--- config.mk ---
export PLATFORM = sky130hd
export DESIGN_NAME = comparator_control
export DESIGN_NICKNAME = d
export VERILOG_FILES = /design/src/inc/comparator_control_pkg.sv /design/src/rtl/comparator_control.sv
export VERILOG_INCLUDE_DIRS = /design/src /design/src/inc
export SDC_FILE = /design/constraint.sdc
export NUM_CORES = 1
export LEC_CHECK = 0
export BUFFER_PORTS_ARGS = -buffer_cell sky130_fd_sc_hd__buf_2
export CORE_MARGIN = 2
export CORE_UTILIZATION = 35
export DETAILED_ROUTE_END_ITERATION = 6
export GPL_ROUTABILITY_DRIVEN = 0
export PLACE_DENSITY = 0.73
export SLEW_MARGIN = 20
export SYNTH_ARGS = -nofsm -noshare
export SYNTH_HDL_FRONTEND = slang
export SYNTH_SLANG_ARGS = --single-unit
--- constraint.sdc ---
create_clock -name clk_i -period 2.41 [get_ports clk_i]
set_clock_uncertainty 0.2 [all_clocks]
set_input_delay 0.241 -clock clk_i [delete_from_list [all_inputs] [get_ports clk_i]]
set_output_delay 0.241 -clock clk_i [all_outputs]
set_load 0.01 [all_outputs]
--- src/inc/comparator_control_defs.svh ---
// Register offsets, field positions, reset values and timing counts
`ifndef COMPARATOR_CONTROL_DEFS_SVH
`define COMPARATOR_CONTROL_DEFS_SVH

`define CTRL_OFFSET 4'h0
`define MUX_OFFSET 4'h2
`define INTEN_OFFSET 4'h6
`define STATUS_OFFSET 4'h7
`define SLEEP_OFFSET 4'h8

`define CTRL_ENABLE_BIT 0
`define CTRL_HYS_LSB 1
`define CTRL_LOWPOWER_BIT 3
`define CTRL_EDGE_LSB 4
`define CTRL_PADOUT_BIT 6
`define CTRL_STANDBY_BIT 7
`define MUX_NEG_LSB 0
`define MUX_POS_BIT 3
`define MUX_INVERT_BIT 7
`define INTEN_BIT 0
`define STATUS_FLAG_BIT 0
`define STATUS_STATE_BIT 4

`define CTRL_RESET 8'h00
`define MUX_RESET 8'h00

`define STARTUP_NS 2500
`define CLK_PERIOD_NS 10
`define STARTUP_CYCLES ((`STARTUP_NS + `CLK_PERIOD_NS - 1) / `CLK_PERIOD_NS)
`define VREF_STARTUP_NS 60000
`define VREF_STARTUP_CYCLES ((`VREF_STARTUP_NS + `CLK_PERIOD_NS - 1) / `CLK_PERIOD_NS)

`endif

--- src/inc/comparator_control_pkg.sv ---
// Types shared by the comparator control logic
package comparator_control_pkg;

    typedef enum logic [1:0] {
        EDGE_BOTH = 2'h0,
        EDGE_RSVD = 2'h1,
        EDGE_FALL = 2'h2,
        EDGE_RISE = 2'h3
    } edge_mode_e;

    typedef enum logic [1:0] {
        SLEEP_ACTIVE = 2'h0,
        SLEEP_IDLE = 2'h1,
        SLEEP_STANDBY = 2'h2,
        SLEEP_POWERDOWN = 2'h3
    } sleep_mode_e;

    typedef struct packed {
        logic enable;
        logic [1:0] hysteresis_select;
        logic low_power_select;
        logic [1:0] edge_interrupt_select;
        logic pad_output_enable;
        logic standby_run;
    } ctrl_s;

    typedef struct packed {
        logic invert;
        logic positive_input_select;
        logic [1:0] negative_input_select;
    } mux_s;

endpackage : comparator_control_pkg

--- src/rtl/comparator_control.sv ---
// Comparator control logic with AXI4-Lite register slave
`timescale 1ns/1ps
`include "comparator_control_defs.svh"

module comparator_control
    import comparator_control_pkg::*;
(
    input wire logic clk_i, // Peripheral clock
    input wire logic reset_n_i, // Async reset, active low
    input wire logic awvalid, // Write address valid
    output logic awready, // Write address ready
    input wire logic [31:0] awaddr, // Write address
    input wire logic wvalid, // Write data valid
    output logic wready, // Write data ready
    input wire logic [31:0] wdata, // Write data
    input wire logic [3:0] wstrb, // Write strobes
    output logic bvalid, // Write response valid
    input wire logic bready, // Write response ready
    output logic [1:0] bresp, // Write response
    input wire logic arvalid, // Read address valid
    output logic arready, // Read address ready
    input wire logic [31:0] araddr, // Read address
    output logic rvalid, // Read data valid
    input wire logic rready, // Read data ready
    output logic [31:0] rdata, // Read data
    output logic [1:0] rresp, // Read response
    input wire logic pos_pin_0_gt_neg_pin_0_i, // Analog pin comparisons
    input wire logic pos_pin_0_gt_neg_pin_1_i, // ...
    input wire logic pos_pin_0_gt_vref_i, // ...
    input wire logic pos_pin_0_gt_dac_i, // ...
    input wire logic pos_pin_1_gt_neg_pin_0_i, // ...
    input wire logic pos_pin_1_gt_neg_pin_1_i, // ...
    input wire logic pos_pin_1_gt_vref_i, // ...
    input wire logic pos_pin_1_gt_dac_i, // ...
    input wire logic [1:0] sleep_mode_i, // Sleep mode, sleep_mode_e
    input wire logic clk_requested_i, // Another module keeps clock in standby
    output logic analog_enable_o, // Comparator powered
    output logic positive_input_select_o, // Positive mux select
    output logic [1:0] negative_input_select_o, // Negative mux select
    output logic [1:0] hysteresis_select_o, // Hysteresis level
    output logic low_power_select_o, // Low-power mode
    output logic result_valid_o, // Start-up elapsed
    output logic event_o, // Event system output
    output logic pad_out_o, // Pad output value
    output logic pad_oe_o, // Pad output enable
    output logic irq_o // Interrupt request, comparator_vector
);
    localparam int STARTUP_W = 9;
    localparam logic [STARTUP_W-1:0] STARTUP_LAST = STARTUP_W'(`STARTUP_CYCLES);

    ctrl_s ctrl_q;
    mux_s mux_q;
    logic inten_q;
    logic flag_q;
    logic sync1_q, sync2_q, state_q, prev_q;
    logic [STARTUP_W-1:0] startup_q;
    logic aw_held_q, w_held_q;
    logic [3:0] aw_idx_q;
    logic [31:0] wdata_q;
    logic [3:0] wstrb_q;

    // Raw comparison for the selected pair; the analog front end does the subtraction
    function automatic logic pick_raw(input logic pos, input logic [1:0] neg,
                                      input logic [7:0] cmp);
        pick_raw = cmp[{pos, neg}];
    endfunction : pick_raw

    function automatic logic [3:0] word_index(input logic [31:0] addr);
        word_index = addr[5:2];
    endfunction : word_index

    sleep_mode_e sleep;
    logic run_analog, clock_live, raw, result;
    assign sleep = sleep_mode_e'(sleep_mode_i);
    // Idle sleep is treated as active
    assign run_analog = ctrl_q.enable && (sleep == SLEEP_ACTIVE || sleep == SLEEP_IDLE ||
                        (sleep == SLEEP_STANDBY && ctrl_q.standby_run));
    // Status path frozen in standby unless someone else keeps the clock
    assign clock_live = sleep != SLEEP_STANDBY || clk_requested_i;
    assign raw = pick_raw(mux_q.positive_input_select, mux_q.negative_input_select,
                          {pos_pin_1_gt_dac_i, pos_pin_1_gt_vref_i, pos_pin_1_gt_neg_pin_1_i,
                           pos_pin_1_gt_neg_pin_0_i, pos_pin_0_gt_dac_i, pos_pin_0_gt_vref_i,
                           pos_pin_0_gt_neg_pin_1_i, pos_pin_0_gt_neg_pin_0_i});
    assign result = run_analog & (raw ^ mux_q.invert);

    // Analog control outputs
    always_ff @(posedge clk_i or negedge reset_n_i) begin
        if (!reset_n_i) begin
            analog_enable_o <= 1'b0;
            positive_input_select_o <= 1'b0;
            negative_input_select_o <= 2'h0;
            hysteresis_select_o <= 2'h0;
            low_power_select_o <= 1'b0;
        end else begin
            analog_enable_o <= run_analog;
            positive_input_select_o <= mux_q.positive_input_select;
            negative_input_select_o <= mux_q.negative_input_select;
            hysteresis_select_o <= ctrl_q.hysteresis_select;
            low_power_select_o <= ctrl_q.low_power_select;
        end
    end

    // Event and pad outputs keep running in standby with standby run
    always_ff @(posedge clk_i or negedge reset_n_i) begin
        if (!reset_n_i) begin
            event_o <= 1'b0;
            pad_out_o <= 1'b0;
            pad_oe_o <= 1'b0;
        end else begin
            event_o <= result;
            pad_out_o <= ctrl_q.pad_output_enable & result;
            pad_oe_o <= ctrl_q.pad_output_enable & run_analog;
        end
    end

    // Start-up counter; restarts whenever the comparator is powered off
    always_ff @(posedge clk_i or negedge reset_n_i) begin
        if (!reset_n_i) begin
            startup_q <= '0;
            result_valid_o <= 1'b0;
        end else if (!run_analog) begin
            startup_q <= '0;
            result_valid_o <= 1'b0;
        end else if (startup_q != STARTUP_LAST) begin
            startup_q <= startup_q + STARTUP_W'(1);
            result_valid_o <= 1'b0;
        end else begin
            result_valid_o <= 1'b1;
        end
    end

    // Two-stage synchroniser, then the readable state bit
    always_ff @(posedge clk_i or negedge reset_n_i) begin
        if (!reset_n_i) begin
            sync1_q <= 1'b0;
            sync2_q <= 1'b0;
            state_q <= 1'b0;
            prev_q <= 1'b0;
        end else if (clock_live) begin
            sync1_q <= result;
            sync2_q <= sync1_q;
            state_q <= sync2_q;
            prev_q <= state_q;
        end
    end

    logic edge_hit;
    always_comb begin
        unique case (edge_mode_e'(ctrl_q.edge_interrupt_select))
            EDGE_BOTH: edge_hit = state_q ^ prev_q;
            EDGE_FALL: edge_hit = prev_q & ~state_q;
            EDGE_RISE: edge_hit = state_q & ~prev_q;
            default: edge_hit = 1'b0;
        endcase
    end

    // AXI4-Lite write path
    logic wr_fire, wr_status, wr_clear;
    assign wr_fire = aw_held_q && w_held_q && !bvalid;
    assign wr_status = wr_fire && aw_idx_q == `STATUS_OFFSET && wstrb_q[0];
    assign wr_clear = wr_status && wdata_q[`STATUS_FLAG_BIT];

    // Flag: a set in the same cycle as a clear wins
    always_ff @(posedge clk_i or negedge reset_n_i) begin
        if (!reset_n_i) begin
            flag_q <= 1'b0;
        end else if (clock_live && run_analog && edge_hit) begin
            flag_q <= 1'b1;
        end else if (wr_clear) begin
            flag_q <= 1'b0;
        end
    end

    always_ff @(posedge clk_i or negedge reset_n_i) begin
        if (!reset_n_i) begin
            irq_o <= 1'b0;
        end else begin
            irq_o <= inten_q & flag_q;
        end
    end

    always_ff @(posedge clk_i or negedge reset_n_i) begin
        if (!reset_n_i) begin
            aw_held_q <= 1'b0;
            w_held_q <= 1'b0;
            aw_idx_q <= 4'h0;
            wdata_q <= 32'h0;
            wstrb_q <= 4'h0;
            bvalid <= 1'b0;
        end else begin
            if (awvalid && awready) begin
                aw_held_q <= 1'b1;
                aw_idx_q <= word_index(awaddr);
            end
            if (wvalid && wready) begin
                w_held_q <= 1'b1;
                wdata_q <= wdata;
                wstrb_q <= wstrb;
            end
            if (wr_fire) begin
                aw_held_q <= 1'b0;
                w_held_q <= 1'b0;
                bvalid <= 1'b1;
            end else if (bvalid && bready) begin
                bvalid <= 1'b0;
            end
        end
    end
    assign awready = !aw_held_q && !bvalid;
    assign wready = !w_held_q && !bvalid;
    assign bresp = 2'h0;

    // Configuration registers; software sets enable last
    always_ff @(posedge clk_i or negedge reset_n_i) begin
        if (!reset_n_i) begin
            ctrl_q <= ctrl_s'(`CTRL_RESET);
            mux_q <= mux_s'(4'h0);
            inten_q <= 1'b0;
        end else if (wr_fire && wstrb_q[0]) begin
            unique case (aw_idx_q)
                `CTRL_OFFSET: begin
                    ctrl_q.enable <= wdata_q[`CTRL_ENABLE_BIT];
                    ctrl_q.hysteresis_select <= wdata_q[`CTRL_HYS_LSB +: 2];
                    ctrl_q.low_power_select <= wdata_q[`CTRL_LOWPOWER_BIT];
                    ctrl_q.edge_interrupt_select <= wdata_q[`CTRL_EDGE_LSB +: 2];
                    ctrl_q.pad_output_enable <= wdata_q[`CTRL_PADOUT_BIT];
                    ctrl_q.standby_run <= wdata_q[`CTRL_STANDBY_BIT];
                end
                `MUX_OFFSET: begin
                    mux_q.invert <= wdata_q[`MUX_INVERT_BIT];
                    mux_q.positive_input_select <= wdata_q[`MUX_POS_BIT];
                    mux_q.negative_input_select <= wdata_q[`MUX_NEG_LSB +: 2];
                end
                `INTEN_OFFSET: inten_q <= wdata_q[`INTEN_BIT];
                default: ;
            endcase
        end
    end

    // AXI4-Lite read path, one cycle from address to data
    logic [31:0] rd_word;
    always_comb begin
        rd_word = 32'h0;
        unique case (word_index(araddr))
            `CTRL_OFFSET: rd_word[7:0] = {ctrl_q.standby_run, ctrl_q.pad_output_enable,
                                          ctrl_q.edge_interrupt_select,
                                          ctrl_q.low_power_select,
                                          ctrl_q.hysteresis_select, ctrl_q.enable};
            `MUX_OFFSET: rd_word[7:0] = {mux_q.invert, 3'h0, mux_q.positive_input_select,
                                         1'b0, mux_q.negative_input_select};
            `INTEN_OFFSET: rd_word[`INTEN_BIT] = inten_q;
            `STATUS_OFFSET: begin
                rd_word[`STATUS_FLAG_BIT] = flag_q;
                rd_word[`STATUS_STATE_BIT] = state_q;
            end
            `SLEEP_OFFSET: rd_word[0] = result_valid_o;
            default: rd_word = 32'h0;
        endcase
    end

    always_ff @(posedge clk_i or negedge reset_n_i) begin
        if (!reset_n_i) begin
            rvalid <= 1'b0;
            rdata <= 32'h0;
        end else if (arvalid && arready) begin
            rvalid <= 1'b1;
            rdata <= rd_word;
        end else if (rvalid && rready) begin
            rvalid <= 1'b0;
        end
    end
    assign arready = !rvalid;
    assign rresp = 2'h0;

    // Checks
    flag_set_a: assert property (@(posedge clk_i) disable iff (!reset_n_i)
        clock_live && run_analog && edge_hit |=> flag_q) else $error("flag not set");
    flag_clear_a: assert property (@(posedge clk_i) disable iff (!reset_n_i)
        wr_clear && !(clock_live && run_analog && edge_hit) |=> !flag_q)
        else $error("flag not cleared");
    irq_pair_a: assert property (@(posedge clk_i) disable iff (!reset_n_i)
        irq_o == $past(inten_q & flag_q)) else $error("irq mismatch");
    // Flag must not drop by itself, so the request keeps standing
    irq_hold_a: assert property (@(posedge clk_i) disable iff (!reset_n_i)
        irq_o && inten_q && flag_q && !wr_clear |=> irq_o && flag_q)
        else $error("irq dropped");
    // Every stage must have been clocked for the lag to hold
    state_lag_a: assert property (@(posedge clk_i) disable iff (!reset_n_i)
        $past(clock_live) && $past(clock_live, 2) && $past(clock_live, 3)
        |-> state_q == $past(result, 3)) else $error("state lag");
    pad_gate_a: assert property (@(posedge clk_i) disable iff (!reset_n_i)
        pad_out_o |-> $past(ctrl_q.pad_output_enable)) else $error("pad leak");
    event_follow_a: assert property (@(posedge clk_i) disable iff (!reset_n_i)
        event_o == $past(result)) else $error("event mismatch");
    powerdown_off_a: assert property (@(posedge clk_i) disable iff (!reset_n_i)
        sleep == SLEEP_POWERDOWN |=> !analog_enable_o && !pad_oe_o)
        else $error("powerdown active");
    startup_wait_a: assert property (@(posedge clk_i) disable iff (!reset_n_i)
        $rose(run_analog) |=> !result_valid_o [*8]) else $error("early valid");
    reserved_edge_a: assert property (@(posedge clk_i) disable iff (!reset_n_i)
        ctrl_q.edge_interrupt_select == 2'h1 && !flag_q && !wr_fire |=> !flag_q)
        else $error("reserved mode fired");
    irq_seen_c: cover property (@(posedge clk_i) disable iff (!reset_n_i) $rose(irq_o));
    clear_seen_c: cover property (@(posedge clk_i) disable iff (!reset_n_i) wr_clear);
    standby_c: cover property (@(posedge clk_i) disable iff (!reset_n_i)
        sleep == SLEEP_STANDBY && event_o);
endmodule : comparator_control

[Word level (Yosys, flattened, before mapping)]
Index checks and enable logic that the tools add are counted.
Storage, ports and cells
  output and inout port bits: 53
  bits of input ports: 118
  logic and storage cells: 117
  flip-flop bits (word level): 64
Operators by class
  eq/ne operators: 14
  bitwise logic cells: 10
  $lt $le $gt $ge: 1
  mux-type cells: 21
  reduce and logical (&&, ||, !) cells: 36
  add/sub/neg operators: 1
Operators with widths (number)
  $mux 9: 2
  $logic_and 1x1->1: 17
  $eq 4x3->1 const B: 4
  $mux 1: 13
  $pmux 3 s2: 2
  $reduce_bool 2->1: 5
  $add 9x1->9 const B: 1
  $ne 9x8->1 const B: 1
  $eq 4x2->1 const B: 2
  $logic_not 4->1: 2
  $and 1x1->1: 6
  $eq 2x2->1 const B: 3
  $reduce_and 2->1: 3
  $pmux 1 s5: 1
  $eq 4x4->1 const B: 1
  $logic_not 1->1: 4
  $logic_not 2->1: 2
  $lt 3x4->1 const B: 1
  $bmux 1 s3: 1
  $logic_or 1x1->1: 3
  $pmux 1 s3: 1
  $eq 2x1->1 const B: 1
  $ne 2x1->1 const B: 1
  $ne 2x2->1 const B: 1
  other kinds (3): 5

[Logic depth before layout (Yosys ltp)]
Gate-level depths: netlist of run 1.
  depth in word-level cells: 7
  gate-level depth with buffers: 7
  mapped depth without buffers: 6

[Worst setup path before layout of run 1]
OpenSTA, ideal clock, no wires.
  path type: reg2reg
  start: register bvalid
  end: register ctrl_q[0] (netlist bit)
  data arrival time: 1880 ps
  buffers on the path: 1
  clock period less this slack: 2205 ps
  stages on the path, launching flop included: 6
  data required time: 2085 ps
  library setup time: 125 ps
  slack: 205 ps
  cells stage by stage: dfrtp_1 nand3b_4 or3b_4 or4_4 buf_6 mux2_4
Between the ends
  longest elaborated chain between the ends: 4
RTL lines
  start, declared: RTL line comparator_control.sv:17  | output logic bvalid,
  start signal, assigned: RTL line comparator_control.sv:189  | bvalid <= 1'b0;
  start signal, assigned: RTL line comparator_control.sv:203  | bvalid <= 1'b1;
  start signal, assigned: RTL line comparator_control.sv:205  | bvalid <= 1'b0;
  $logic_not 1->1: RTL line comparator_control.sv:159  | assign wr_fire = aw_held_q && w_held_q && !bvalid;
  $logic_and 1x1->1: RTL line comparator_control.sv:159
  $logic_and 1x1->1: RTL line comparator_control.sv:219  | end else if (wr_fire && wstrb_q[0]) begin
  $reduce_and 2->1 (no line)
  end signal, assigned: RTL line comparator_control.sv:216  | ctrl_q <= ctrl_s'(`CTRL_RESET);
  end, declared: RTL line comparator_control.sv:51  | ctrl_s ctrl_q;
No other way between the ends.
A chain may end at the register's enable or synchronous reset.

[Worst setup path in the final report of run 1]
  start: register bvalid
  end: register mux_q[0] (netlist bit)
Between the ends
  longest elaborated chain between the ends: 4
RTL lines
  $logic_not 1->1: RTL line comparator_control.sv:159
  $logic_and 1x1->1: RTL line comparator_control.sv:159
  $logic_and 1x1->1: RTL line comparator_control.sv:219
  $reduce_and 2->1 (no line)
  end signal, assigned: RTL line comparator_control.sv:217  | mux_q <= mux_s'(4'h0);
  end, declared: RTL line comparator_control.sv:52  | mux_s mux_q;
No other way between the ends.

==> impl_summary.log, run 1 <==
[metrics] worst endpoint data arrival time: roughly 2.3 ns
[metrics] capturing element type of the critical path: flop
[metrics] first-pass GRT wire length: 9.63 mm
[metrics] worst hold margin: about 0.026 ns
[metrics] final critical path time including I/O delays and setup: between 2 and 2.5 ns
[metrics] cell count of the worst reg-to-reg path: 4
[metrics] # Post-CTS Setup Buffers: 0
[metrics] vias in the first global route: slightly above 2000
[metrics] Die Y-Extent: 96.8 um
[metrics] largest stage delay on the critical path: roughly 0.56 ns
[metrics] fraction of final layout cells sized beyond drive strength 1: 30.8%
[metrics] placement row count: 33
[metrics] required time at the endpoint of the critical path: ~2.4 ns
[metrics] Via density: approximately 4.6
[metrics] CP Buf/Inv Count: 0
[metrics] DRT Pass-1 Iters: 4
[metrics] root buffer cell: sky130_fd_sc_hd__clkbuf_8
[metrics] post-detailed-route DRC marker count: 0
[metrics] number of antenna violations at the first check in global routing: 0
[metrics] register bit total from synthesis: 64
[metrics] deepest clock path buffer count: 2
[metrics] proportion of netlist area held by the largest area contributor: between 50% and 60%
[metrics] final antenna diode count: 0
[metrics] area of the core: 8300 um^2
[metrics] worst min-delay path endpoint: w_held_q
[metrics] Post-synth EDFFs: 0
[metrics] largest net degree at the start of global routing: 39
[metrics] reg2reg start: bvalid
[metrics] Total Power Consumption: ~3.5 mW
[metrics] register-to-register setup slack: 0.14 ns
[metrics] Startpoint Class: flop
[metrics] fraction of registers with async set/reset: 100%
[metrics] Sink Count: between 60 and 70
[metrics] library cell contributing the largest single delay on the critical path: sky130_fd_sc_hd__or4_1
[metrics] Total Negative Setup Slacks: 0 ns
[metrics] total number of vias: ~2000
[metrics] Synth Instances: between 200 and 300
[metrics] status: completed
[metrics] Clock H-tree levels: 3
[metrics] RSZ-0062 raised after global routing: no
[metrics] top flip-flop cell by instance count after synthesis: sky130_fd_sc_hd__dfrtp_1
[metrics] cell taking the most area after synthesis: sky130_fd_sc_hd__dfrtp_1
[metrics] filler cell count in the final layout: 749
[metrics] commonest cells in the synthesized netlist: sky130_fd_sc_hd__dfrtp_1 (64), sky130_fd_sc_hd__buf_4 (28), sky130_fd_sc_hd__nand2_1 (19)
[metrics] total detailed-routing wirelength: about 5.7 mm
[metrics] Hold Path Class: input pin to flop
[metrics] detailed-route wire length per cell: ~13 um
[metrics] worst slew margin relative to its limit: around 60%
[metrics] number of endpoints failing setup at the final stage: 0
[metrics] type of the worst setup path: flop to flop
[metrics] hold violation count in the final report: 0
[metrics] pin slew with the least headroom to its limit: 0.620 ns
[metrics] Max Fclk: roughly 440 MHz
[metrics] most area-consuming cells after synthesis: sky130_fd_sc_hd__dfrtp_1 (53%), sky130_fd_sc_hd__buf_4 (7.0%), sky130_fd_sc_hd__mux2_2 (6.0%), sky130_fd_sc_hd__mux2_4 (6.0%), sky130_fd_sc_hd__nand2_1 (2.4%)
[metrics] reported leakage power: around 1.9 nW
[metrics] DRT iter0 DRCs: 85
[metrics] number of top-level pins: ~170
[metrics] Synthesis Warnings: 0
[metrics] part of the cycle the worst path needs: roughly 94%
[metrics] number of cells on the worst hold path: 3
[metrics] Final #Nets: about 460
[metrics] maximum resistive drop on vdd: 0.604 mV
[metrics] number of routed nets with antenna violations: 0
[metrics] Post-Syn Area per Cell: between 10 and 15 um^2
[metrics] leading cell type by number of instances after synthesis: sky130_fd_sc_hd__dfrtp_1
[metrics] sequential area share after synthesis: between 50% and 60%
[metrics] FF-to-FF End: mux_q[0]
[metrics] Synth-to-Final Area Change: 22.7%
[metrics] Pins Over Slew Limit: 0
[metrics] initial core utilization: between 30 and 40%
[metrics] Crit path max-delay family: simple AND/OR/NAND/NOR gates
[metrics] total overflow reported by the global router: 0
[metrics] CTS tree: built
[metrics] PortBufs: between 50 and 60
[metrics] Hold Path Origin: wvalid
[metrics] Yosys cell types: 43
[metrics] area enclosed by the die boundary: between 9000 and 10000 um^2
[metrics] CTS buffer count: 9
[metrics] Maximum Capacitance Violations: 0
[metrics] clock latency of the later-clocked register in the worst-skew pair: approximately 0.34 ns
[metrics] GRT Util Overall: between 10% and 20%
[metrics] horizontal die dimension: between 90 and 100 um
[metrics] Mapped Area: between 3000 and 4000 um^2
[metrics] total half-perimeter wirelength after legalization and detailed placement: between 4 and 5 mm
[metrics] PD cells: between 900 and 1000 nW/um^2
[metrics] series of cell instances along the critical path: nand3b_4 -> or3b_4 -> or4_1 -> mux2_4
[metrics] largest fanout on the critical path: 7
[metrics] register clock-pin slew on the reported worst setup and hold paths: approximately 0.070 ns
flip-flops by register name (all words and copies together), names as in the netlist, 2 cells and up:
name and count:
hysteresis_select_o 2, ctrl_q 8, wdata_q 8, startup_q 9, negative_input_select_o 2, aw_idx_q 4
mux_q 4, rdata 8
worst max-delay path by stage:
stage,startpoint,to,cells after the start
4_1_cts,bvalid,mux_q[0],4
5_1_grt,bvalid,mux_q[0],4
2_1_floorplan,bvalid,ctrl_q[0],5
3_5_place_dp,bvalid,mux_q[2],4
3_3_place_gp,bvalid,mux_q[1],4
6_report,bvalid,mux_q[0],4
placed cells by master (no fill, tap or decap), types with 5 or more instances in the layout:
master	synthesis	final
sky130_fd_sc_hd__dfrtp_1	64	64
sky130_fd_sc_hd__buf_2	1	59
sky130_fd_sc_hd__conb_1	1	28
sky130_fd_sc_hd__nand2_1	19	19
sky130_fd_sc_hd__dlygate4sd3_1	0	17
sky130_fd_sc_hd__mux2_2	16	16
sky130_fd_sc_hd__nor2_1	15	15
sky130_fd_sc_hd__o21ai_0	12	12
sky130_fd_sc_hd__mux2_4	12	12
sky130_fd_sc_hd__inv_1	11	11
sky130_fd_sc_hd__clkbuf_8	0	9
sky130_fd_sc_hd__o31ai_1	7	7
sky130_fd_sc_hd__mux2i_1	6	6
sky130_fd_sc_hd__nand3_1	5	5
final cells by class:
type                    instances  area [um^2]  area share (%)
clock buffers                  11          131            3.55
repair buffers                 79          500            13.5
flip-flops and latches         64         1600            43.3
multi-input cells             175         1220            33.1
inverters                      11         41.3            1.12
clock inverters                 4         70.1            1.89
well taps                     105          131            3.55
layer usage:
metal / GRT usage [%] / part of all wire [%]
met5: 0 / 0
met1: 15.6 / 44
met4: 6.18 / 2.1
met2: 20.9 / 48
met3: 3.76 / 5.5
metrics by stage:
step,instances,instance area [um^2],worst slack (ns),util (%)
floorplan,286,3120,0.205,-
global placement,417,3330,0.162,40.1
detailed placement,417,3330,0.146,40.1
CTS,449,3700,0.125,44.6
global route,449,3700,0.0405,44.6
finish,449,3700,0.143,44.6
cell families after synthesis:
kind of cell | count (synthesis) | share of synthesized area [%]
compound gates | 34 | 7.39
buf+inv | 47 | 9.63
flops | 64 | 53.1
mux | 34 | 13.9
fa+ha+maj | 4 | 1.66
other cells | 1 | 0.124
simple gates | 69 | 12.4
xor+xnor | 6 | 1.74
what timing repair did:
action,CTS,global route
resized for setup,0,0
hold buffers,17,0
hold endpoints to repair,42,0
where the power goes:
| group | internal (mW) | switching (mW) |
|---|---|---|
| registers | 1.38 | 0.274 |
| logic | 0.497 | 0.375 |
| clock network | 0.574 | 0.392 |
| total | 2.46 | 1.04 |
worst register-to-register path, stage by stage (launching register included):
cell	delay (ns)
sky130_fd_sc_hd__dfrtp_1	0.43
sky130_fd_sc_hd__nand3b_4	0.19
sky130_fd_sc_hd__or3b_4	0.42
sky130_fd_sc_hd__or4_1	0.56
sky130_fd_sc_hd__mux2_4	0.34
Power figures use the tool's default switching activity.
==> run 2: changes to the inputs <==
--- a/config.mk
+++ b/config.mk
@@ -8,9 +8,11 @@
 export LEC_CHECK = 0
 export BUFFER_PORTS_ARGS = -buffer_cell sky130_fd_sc_hd__buf_2
+export CELL_PAD_IN_SITES_DETAIL_PLACEMENT = 0
+export CELL_PAD_IN_SITES_GLOBAL_PLACEMENT = 2
 export CORE_MARGIN = 2
-export CORE_UTILIZATION = 35
+export CORE_UTILIZATION = 26
 export DETAILED_ROUTE_END_ITERATION = 6
 export GPL_ROUTABILITY_DRIVEN = 0
-export PLACE_DENSITY = 0.73
+export PLACE_DENSITY_LB_ADDON = 0.1
 export SLEW_MARGIN = 20
 export SYNTH_ARGS = -nofsm -noshare
--- a/constraint.sdc
+++ b/constraint.sdc
@@ -3,3 +3,3 @@
 set_input_delay 0.241 -clock clk_i [delete_from_list [all_inputs] [get_ports clk_i]]
 set_output_delay 0.241 -clock clk_i [all_outputs]
-set_load 0.01 [all_outputs]
+set_load 0.1 [all_outputs]
==> run 2 against run 1 <==
Utilization decreased by 10 points. Count of clock-buffer cells in the layout unchanged. Routed wire length increased by 15%. Maximum frequency decreased by 0.73%. Die area increased by 33%. Sequential share of layout area decreased by 1.8 points. Non-clock buffer count increased by 2. Critical path depth unchanged. Clock power increased by 38%. Design area increased by 4.8%.
==> impl_summary.log, run 2 (synthesized netlist as in run 1, its figures left out) <==
[metrics] status: completed
[metrics] final critical path time including I/O delays and setup: 2.28 ns (+0.0167 ns)
[metrics] number of antenna violations at the first check in global routing: 0 (unchanged)
[metrics] series of cell instances along the critical path: nand3b_4 -> or3b_4 -> or4_1 -> mux2_4
[metrics] CTS buffer count: 9 (unchanged)
[metrics] fraction of final layout cells sized beyond drive strength 1: 32.7% (+1.8 points)
[metrics] Sink Count: 64 (unchanged)
[metrics] Startpoint Class: flop
[metrics] first-pass GRT wire length: 10.7 mm (+11%)
[metrics] area of the core: 11400 um^2 (+37%)
[metrics] number of cells upsized or downsized after cts: 0 (unchanged)
[metrics] detailed-route wire length per cell: 13.3 um (+5.2%)
[metrics] met1 routing resource usage after global routing: 15.1% (-0.53 points)
[metrics] number of top-level pins: 171 (unchanged)
[metrics] maximum resistive drop on vdd: 0.798 mV (+32%)
[metrics] library cell contributing the largest single delay on the critical path: sky130_fd_sc_hd__or4_1
[metrics] clock latency of the later-clocked register in the worst-skew pair: 0.32 ns (-0.02 ns)
[metrics] capturing element type of the critical path: flop
[metrics] worst endpoint data arrival time: 2.29 ns (about the same)
[metrics] Hold Path Class: input pin to flop
[metrics] total half-perimeter wirelength after legalization and detailed placement: 4.62 mm (+13%)
[metrics] Final #Nets: 464 (+0.43%)
[metrics] CTS tree: built
[metrics] Total Negative Setup Slacks: 0 ns (unchanged)
[metrics] Top Usage Layer GRT: met2
[metrics] Crit path max-delay family: simple AND/OR/NAND/NOR gates
[metrics] DRT Pass-1 Iters: 4 (unchanged)
[metrics] number of routed nets with antenna violations: 0 (unchanged)
[metrics] type of the worst setup path: flop to flop
[metrics] GRT Util Overall: 11.1% (-1.7 points)
[metrics] largest stage delay on the critical path: 0.56 ns (about the same)
[metrics] reported leakage power: 1.91 nW (+2.3%)
[metrics] Via density: 4.11 (-10%)
[metrics] DRT iter0 DRCs: 49 (-42%)
[metrics] total detailed-routing wirelength: 6.52 mm (+15%)
[metrics] horizontal die dimension: 112 um (+15%)
[metrics] part of the cycle the worst path needs: 94.8% (+0.69 points)
[metrics] Total Power Consumption: 4.70 mW (+34%)
[metrics] Final Cell Area: 3880 um^2 (+4.8%)
[metrics] largest net degree at the start of global routing: 57 (+46%)
[metrics] filler cell count in the final layout: 1188 (+59%)
[metrics] Max Fclk: 438 MHz (-0.73%)
[metrics] vias in the first global route: 1963 (-4.0%)
[metrics] root buffer cell: sky130_fd_sc_hd__clkbuf_16
[metrics] Clock H-tree levels: 3 (unchanged)
[metrics] register with the most flip-flops: startup_q
[metrics] number of endpoints failing setup at the final stage: 0 (unchanged)
[metrics] placement row count: 39 (+18%)
[metrics] met2 Track Usage GR: 16.6% (-4.4 points)
[metrics] largest fanout on the critical path: 4 (-3)
[metrics] Die Y-Extent: 112 um (+15%)
[metrics] Synth-to-Final Area Change: 28.6%
[metrics] most common library cell in the layout ignoring fill and taps: sky130_fd_sc_hd__dfrtp_1
[metrics] share of the core filled with cells: 34.1% (-10 points)
[metrics] register clock-pin slew on the reported worst setup and hold paths: 0.06 ns (about the same)
[metrics] total overflow reported by the global router: 0 (unchanged)
[metrics] RSZ-0062 raised after global routing: no
[metrics] deepest clock path buffer count: 2 (unchanged)
[metrics] final antenna diode count: 0 (unchanged)
[metrics] Global Route met3 Usage: 4.08% (+0.33 points)
[metrics] # Post-CTS Setup Buffers: 0 (unchanged)
[metrics] worst hold margin: 0.0467 ns (+0.0211 ns)
[metrics] top library cells by usage in the layout, fill and taps aside: sky130_fd_sc_hd__dfrtp_1 (62), sky130_fd_sc_hd__buf_2 (59), sky130_fd_sc_hd__conb_1 (28), sky130_fd_sc_hd__nand2_1 (19), sky130_fd_sc_hd__dlygate4sd3_1 (17)
[metrics] initial core utilization: 26.5% (-9.8 points)
[metrics] PortBufs: 59 (unchanged)
[metrics] CP Buf/Inv Count: 0 (unchanged)
[metrics] number of flip-flops in the largest register: 9 (unchanged)
[metrics] area enclosed by the die boundary: 12500 um^2 (+33%)
[metrics] required time at the endpoint of the critical path: 2.42 ns (about the same)
[metrics] Post-CTS Hold Buffers: 17 (unchanged)
[metrics] hold violation count in the final report: 0 (unchanged)
[metrics] total number of vias: 2012 (-2.1%)
[metrics] Maximum Capacitance Violations: 0 (unchanged)
[metrics] PD cells: 1210 nW/um^2 (+28%)
[metrics] post-detailed-route DRC marker count: 0 (unchanged)
[metrics] Pins Over Slew Limit: 0 (unchanged)
[metrics] area after detailed placement: 3400 um^2 (+2.1%)
## run 2: cell count changes in the layout (fill, tap and decap cells not counted), sizes merged
cell / previous run / this run
buf: 62 / 64
clkinv: 2 / 1
bufinv: 2 / 1
clkinvlp: 0 / 3
inv: 11 / 10
## run 2: final cells by class
cell class | count | area, um^2 | share of cell area [%]
Multi-Input combinational cell | 175 | 1220 | 31.6
Sequential cell | 64 | 1610 | 41.4
Timing Repair Buffer | 81 | 515 | 13.3
Clock inverter | 4 | 53.8 | 1.39
Inverter | 11 | 45.0 | 1.16
Tap cell | 143 | 179 | 4.61
Clock buffer | 11 | 253 | 6.52
## run 2: metal layers
metal	vias to the layer above	wire length (um)
met5	-	0
met4	0	46
met3	2	309
met2	55	3030
met1	959	3130
li1	996	-
## run 2: report_power, final
group	internal [mW]	total [mW]	switching, mW
Sequential	1.39	1.67	0.280
Combinational	0.508	1.70	1.19
Clock	0.853	1.33	0.476
Total	2.75	4.70	1.95
## run 2: stage by stage
stage	worst slack (ns)	std cells
2_1_floorplan	0.0104	286
3_3_place_gp	0.135	457
3_5_place_dp	0.127	457
4_1_cts	0.117	489
5_1_grt	0.0581	489
6_report	0.126	489
## run 2: worst paths after layout
path / end / slack [ns] / cells past startpoint / start
max: mux_q[1] / 0.13 / 4 / bvalid
max in group asynchronous: wdata_q[6] / 1.31 / 4 / reset_n_i
max reg2reg: mux_q[1] / 0.13 / 4 / bvalid
min: aw_held_q / 0.05 / 3 / awvalid
min reg2reg: low_power_select_o / 0.21 / 0 / ctrl_q[4]
min in group asynchronous: hysteresis_select_o[1] / 0.26 / 3 / reset_n_i
## run 2: worst min-delay path, delay by kind of cell
family | cells | cell delay [ns]
and+or+nand+nor | 1 | 0.12
AOI/OAI and AO/OA | 1 | 0.10
buffers and inverters | 1 | 0.07
==> run 3: changes to the inputs <==
PLACE_DENSITY = 0.92   (was unset)
PLACE_DENSITY_LB_ADDON = unset   (was 0.1)
==> run 3 against run 2 <==
Worst hold slack better by 0.0017 ns. Clock power down 5%. Maximum frequency down 1.6%. Via count up 0.94%. Count of clock-buffer cells in the layout unchanged. Largest cell class unchanged.
==> impl_summary.log, run 3 (synthesized netlist as in run 1, its figures left out) <==
[metrics] DRT iter0 DRCs: 48 (-2.0%)
[metrics] post-detailed-route DRC marker count: 0 (unchanged)
[metrics] required time at the endpoint of the critical path: 2.41 ns (about the same)
[metrics] total overflow reported by the global router: 0 (unchanged)
[metrics] GRT Util Overall: 10.1% (-0.99 points)
[metrics] status: completed
[metrics] vias in the first global route: 2000 (+1.9%)
[metrics] fraction of power consumed by sequential logic: 36.2% (+0.7 points)
[metrics] worst slack at placement: 0.0993 ns (-0.0275 ns)
[metrics] total number of vias: 2031 (+0.94%)
[metrics] placement row count: 39 (unchanged)
[metrics] part of the cycle the worst path needs: 96.3% (+1.5 points)
[metrics] deepest clock path buffer count: 2 (unchanged)
[metrics] design internal power: 2.71 mW (-1.3%)
[metrics] # Post-CTS Setup Buffers: 0 (unchanged)
[metrics] area enclosed by the die boundary: 12500 um^2 (unchanged)
[metrics] number of routed nets with antenna violations: 0 (unchanged)
[metrics] number of top-level pins: 171 (unchanged)
[metrics] Clock H-tree levels: 3 (unchanged)
[metrics] capturing element type of the critical path: flop
[metrics] largest net degree at the start of global routing: 43 (-25%)
[metrics] worst hold margin: 0.0485 ns (+0.00174 ns)
[metrics] Die Y-Extent: 112 um (unchanged)
[metrics] part of the power in combinational logic: 36.3% (about the same)
[metrics] initial core utilization: 26.5% (unchanged)
[metrics] reported leakage power: 1.90 nW (-0.43%)
[metrics] first-pass GRT wire length: 10.0 mm (-6.7%)
[metrics] horizontal die dimension: 112 um (unchanged)
[metrics] setup ws final: 0.0899 ns (-0.0361 ns)
[metrics] Synth-to-Final Area Change: 27.9%
[metrics] Total Negative Setup Slacks: 0 ns (unchanged)
[metrics] DRT Pass-1 Iters: 4 (unchanged)
[metrics] Startpoint Class: flop
[metrics] clock share of power: 27.5% (-0.8 points)
[metrics] Hold Path Class: input pin to flop
[metrics] share of the core filled with cells: 33.9% (-0.18 points)
[metrics] root buffer cell: sky130_fd_sc_hd__clkbuf_16
[metrics] largest stage delay on the critical path: 0.57 ns (about the same)
[metrics] total half-perimeter wirelength after legalization and detailed placement: 4.53 mm (-2.0%)
[metrics] number of endpoints failing setup at the final stage: 0 (unchanged)
[metrics] top library cells by usage in the layout, fill and taps aside: sky130_fd_sc_hd__dfrtp_1 (62), sky130_fd_sc_hd__buf_2 (59), sky130_fd_sc_hd__conb_1 (28), sky130_fd_sc_hd__nand2_1 (19), sky130_fd_sc_hd__dlygate4sd3_1 (17)
[metrics] detailed-route wire length per cell: 12.4 um (-7.2%)
[metrics] number of flip-flops in the largest register: 9 (unchanged)
[metrics] area of the core: 11400 um^2 (unchanged)
[metrics] type of the worst setup path: flop to flop
[metrics] Via density: 4.15 (+0.94%)
[metrics] Sink Count: 64 (unchanged)
[metrics] Max Fclk: 431 MHz (-1.6%)
[metrics] library cell contributing the largest single delay on the critical path: sky130_fd_sc_hd__or4_1
[metrics] series of cell instances along the critical path: nand3b_4 -> or3b_4 -> or4_1 -> mux2_4
[metrics] maximum resistive drop on vdd: 1.18 mV (+48%)
[metrics] worst slew margin relative to its limit: 62.6%
[metrics] worst endpoint data arrival time: 2.32 ns (+0.03 ns)
[metrics] switching power: 1.89 mW (-3.1%)
[metrics] register clock-pin slew on the reported worst setup and hold paths: 0.05 ns (about the same)
[metrics] hold violation count in the final report: 0 (unchanged)
[metrics] CTS buffer count: 9 (unchanged)
[metrics] PortBufs: 59 (unchanged)
[metrics] Maximum Capacitance Violations: 0 (unchanged)
[metrics] fraction of final layout cells sized beyond drive strength 1: 32.2% (-0.49 points)
[metrics] CP Buf/Inv Count: 0 (unchanged)
[metrics] clock latency of the later-clocked register in the worst-skew pair: 0.32 ns (about the same)
[metrics] RSZ-0062 raised after global routing: no
[metrics] Final #Nets: 462 (-0.43%)
[metrics] most common library cell in the layout ignoring fill and taps: sky130_fd_sc_hd__dfrtp_1
[metrics] pin slew with the least headroom to its limit: approximately 0.56 ns
[metrics] total detailed-routing wirelength: 6.05 mm (-7.2%)
[metrics] number of antenna violations at the first check in global routing: 2 (+2)
[metrics] largest fanout on the critical path: 7 (+3)
[metrics] switching power as a share of total power: 41.0% (-0.44 points)
[metrics] final critical path time including I/O delays and setup: 2.32 ns (+0.0361 ns)
[metrics] Pins Over Slew Limit: 0 (unchanged)
[metrics] CTS tree: built
[metrics] register with the most flip-flops: startup_q
[metrics] Crit path max-delay family: simple AND/OR/NAND/NOR gates
[metrics] PD cells: 1190 nW/um^2 (-1.5%)
[run 3: final cells by class]
cell class / count / area (um^2)
fill: 1158 / 7510
sequential: 64 / 1610
multi-input combinational: 175 / 1220
timing repair buffer: 79 / 500
clock buffer: 11 / 243
tap: 143 / 179
clock inverter: 5 / 56.3
inverter: 11 / 45.0
antenna: 1 / 2.50
[run 3: power by group through the flow]
stage	sequential [mW]	combinational, mW	clock (mW)
after floorplan	2.10	0.965	0
after global placement	1.68	1.64	0
after detailed placement	1.69	1.66	0
after CTS	1.68	1.68	1.30
after global routing	1.72	1.77	1.35
final	1.67	1.67	1.26
[run 3: timing repair]
| action | CTS | global route |
|---|---|---|
| setup endpoints to repair | 0 | 0 |
| endpoints found under the hold margin | 38 | 0 |
| resized for setup | 0 | 0 |
| hold buffers | 17 | 0 |
[run 3: worst register-to-register path: stages, from the launching register on]
cell	delay (ns)
sky130_fd_sc_hd__dfrtp_4	0.50
sky130_fd_sc_hd__nand3b_4	0.18
sky130_fd_sc_hd__or3b_4	0.40
sky130_fd_sc_hd__or4_1	0.57
sky130_fd_sc_hd__mux2_4	0.35
[run 3: through the flow]
step / power [mW] / cell area [um^2] / std cells
2_1_floorplan: 3.07 / 3130 / 286
3_3_place_gp: 3.31 / 3390 / 455
3_5_place_dp: 3.35 / 3390 / 455
4_1_cts: 4.66 / 3850 / 488
5_1_grt: 4.84 / 3850 / 488
6_report: 4.60 / 3860 / 489
[run 3: layer usage]
layer  global-route usage (%)  vias to the layer above  share of wire [%]
met5                        0                        -               0.18
met4                     3.46                        2                1.3
met3                     4.25                       11                7.5
met2                     15.8                       57                 46
met1                     12.7                      960                 45
li1                         -                     1001                  -
[run 3: path summary, 6_finish.rpt]
kind / startpoint / end / slack, ns / cells past startpoint
worst max-delay path: bvalid / mux_q[2] / 0.09 / 4
worst min-delay path: awvalid / aw_held_q / 0.05 / 3
worst max register to register: bvalid / mux_q[2] / 0.09 / 4
worst min register to register: ctrl_q[6] / hysteresis_select_o[1] / 0.21 / 0
max in group asynchronous: reset_n_i / bvalid / 1.13 / 3
min in group asynchronous: reset_n_i / rdata[3] / 0.25 / 2
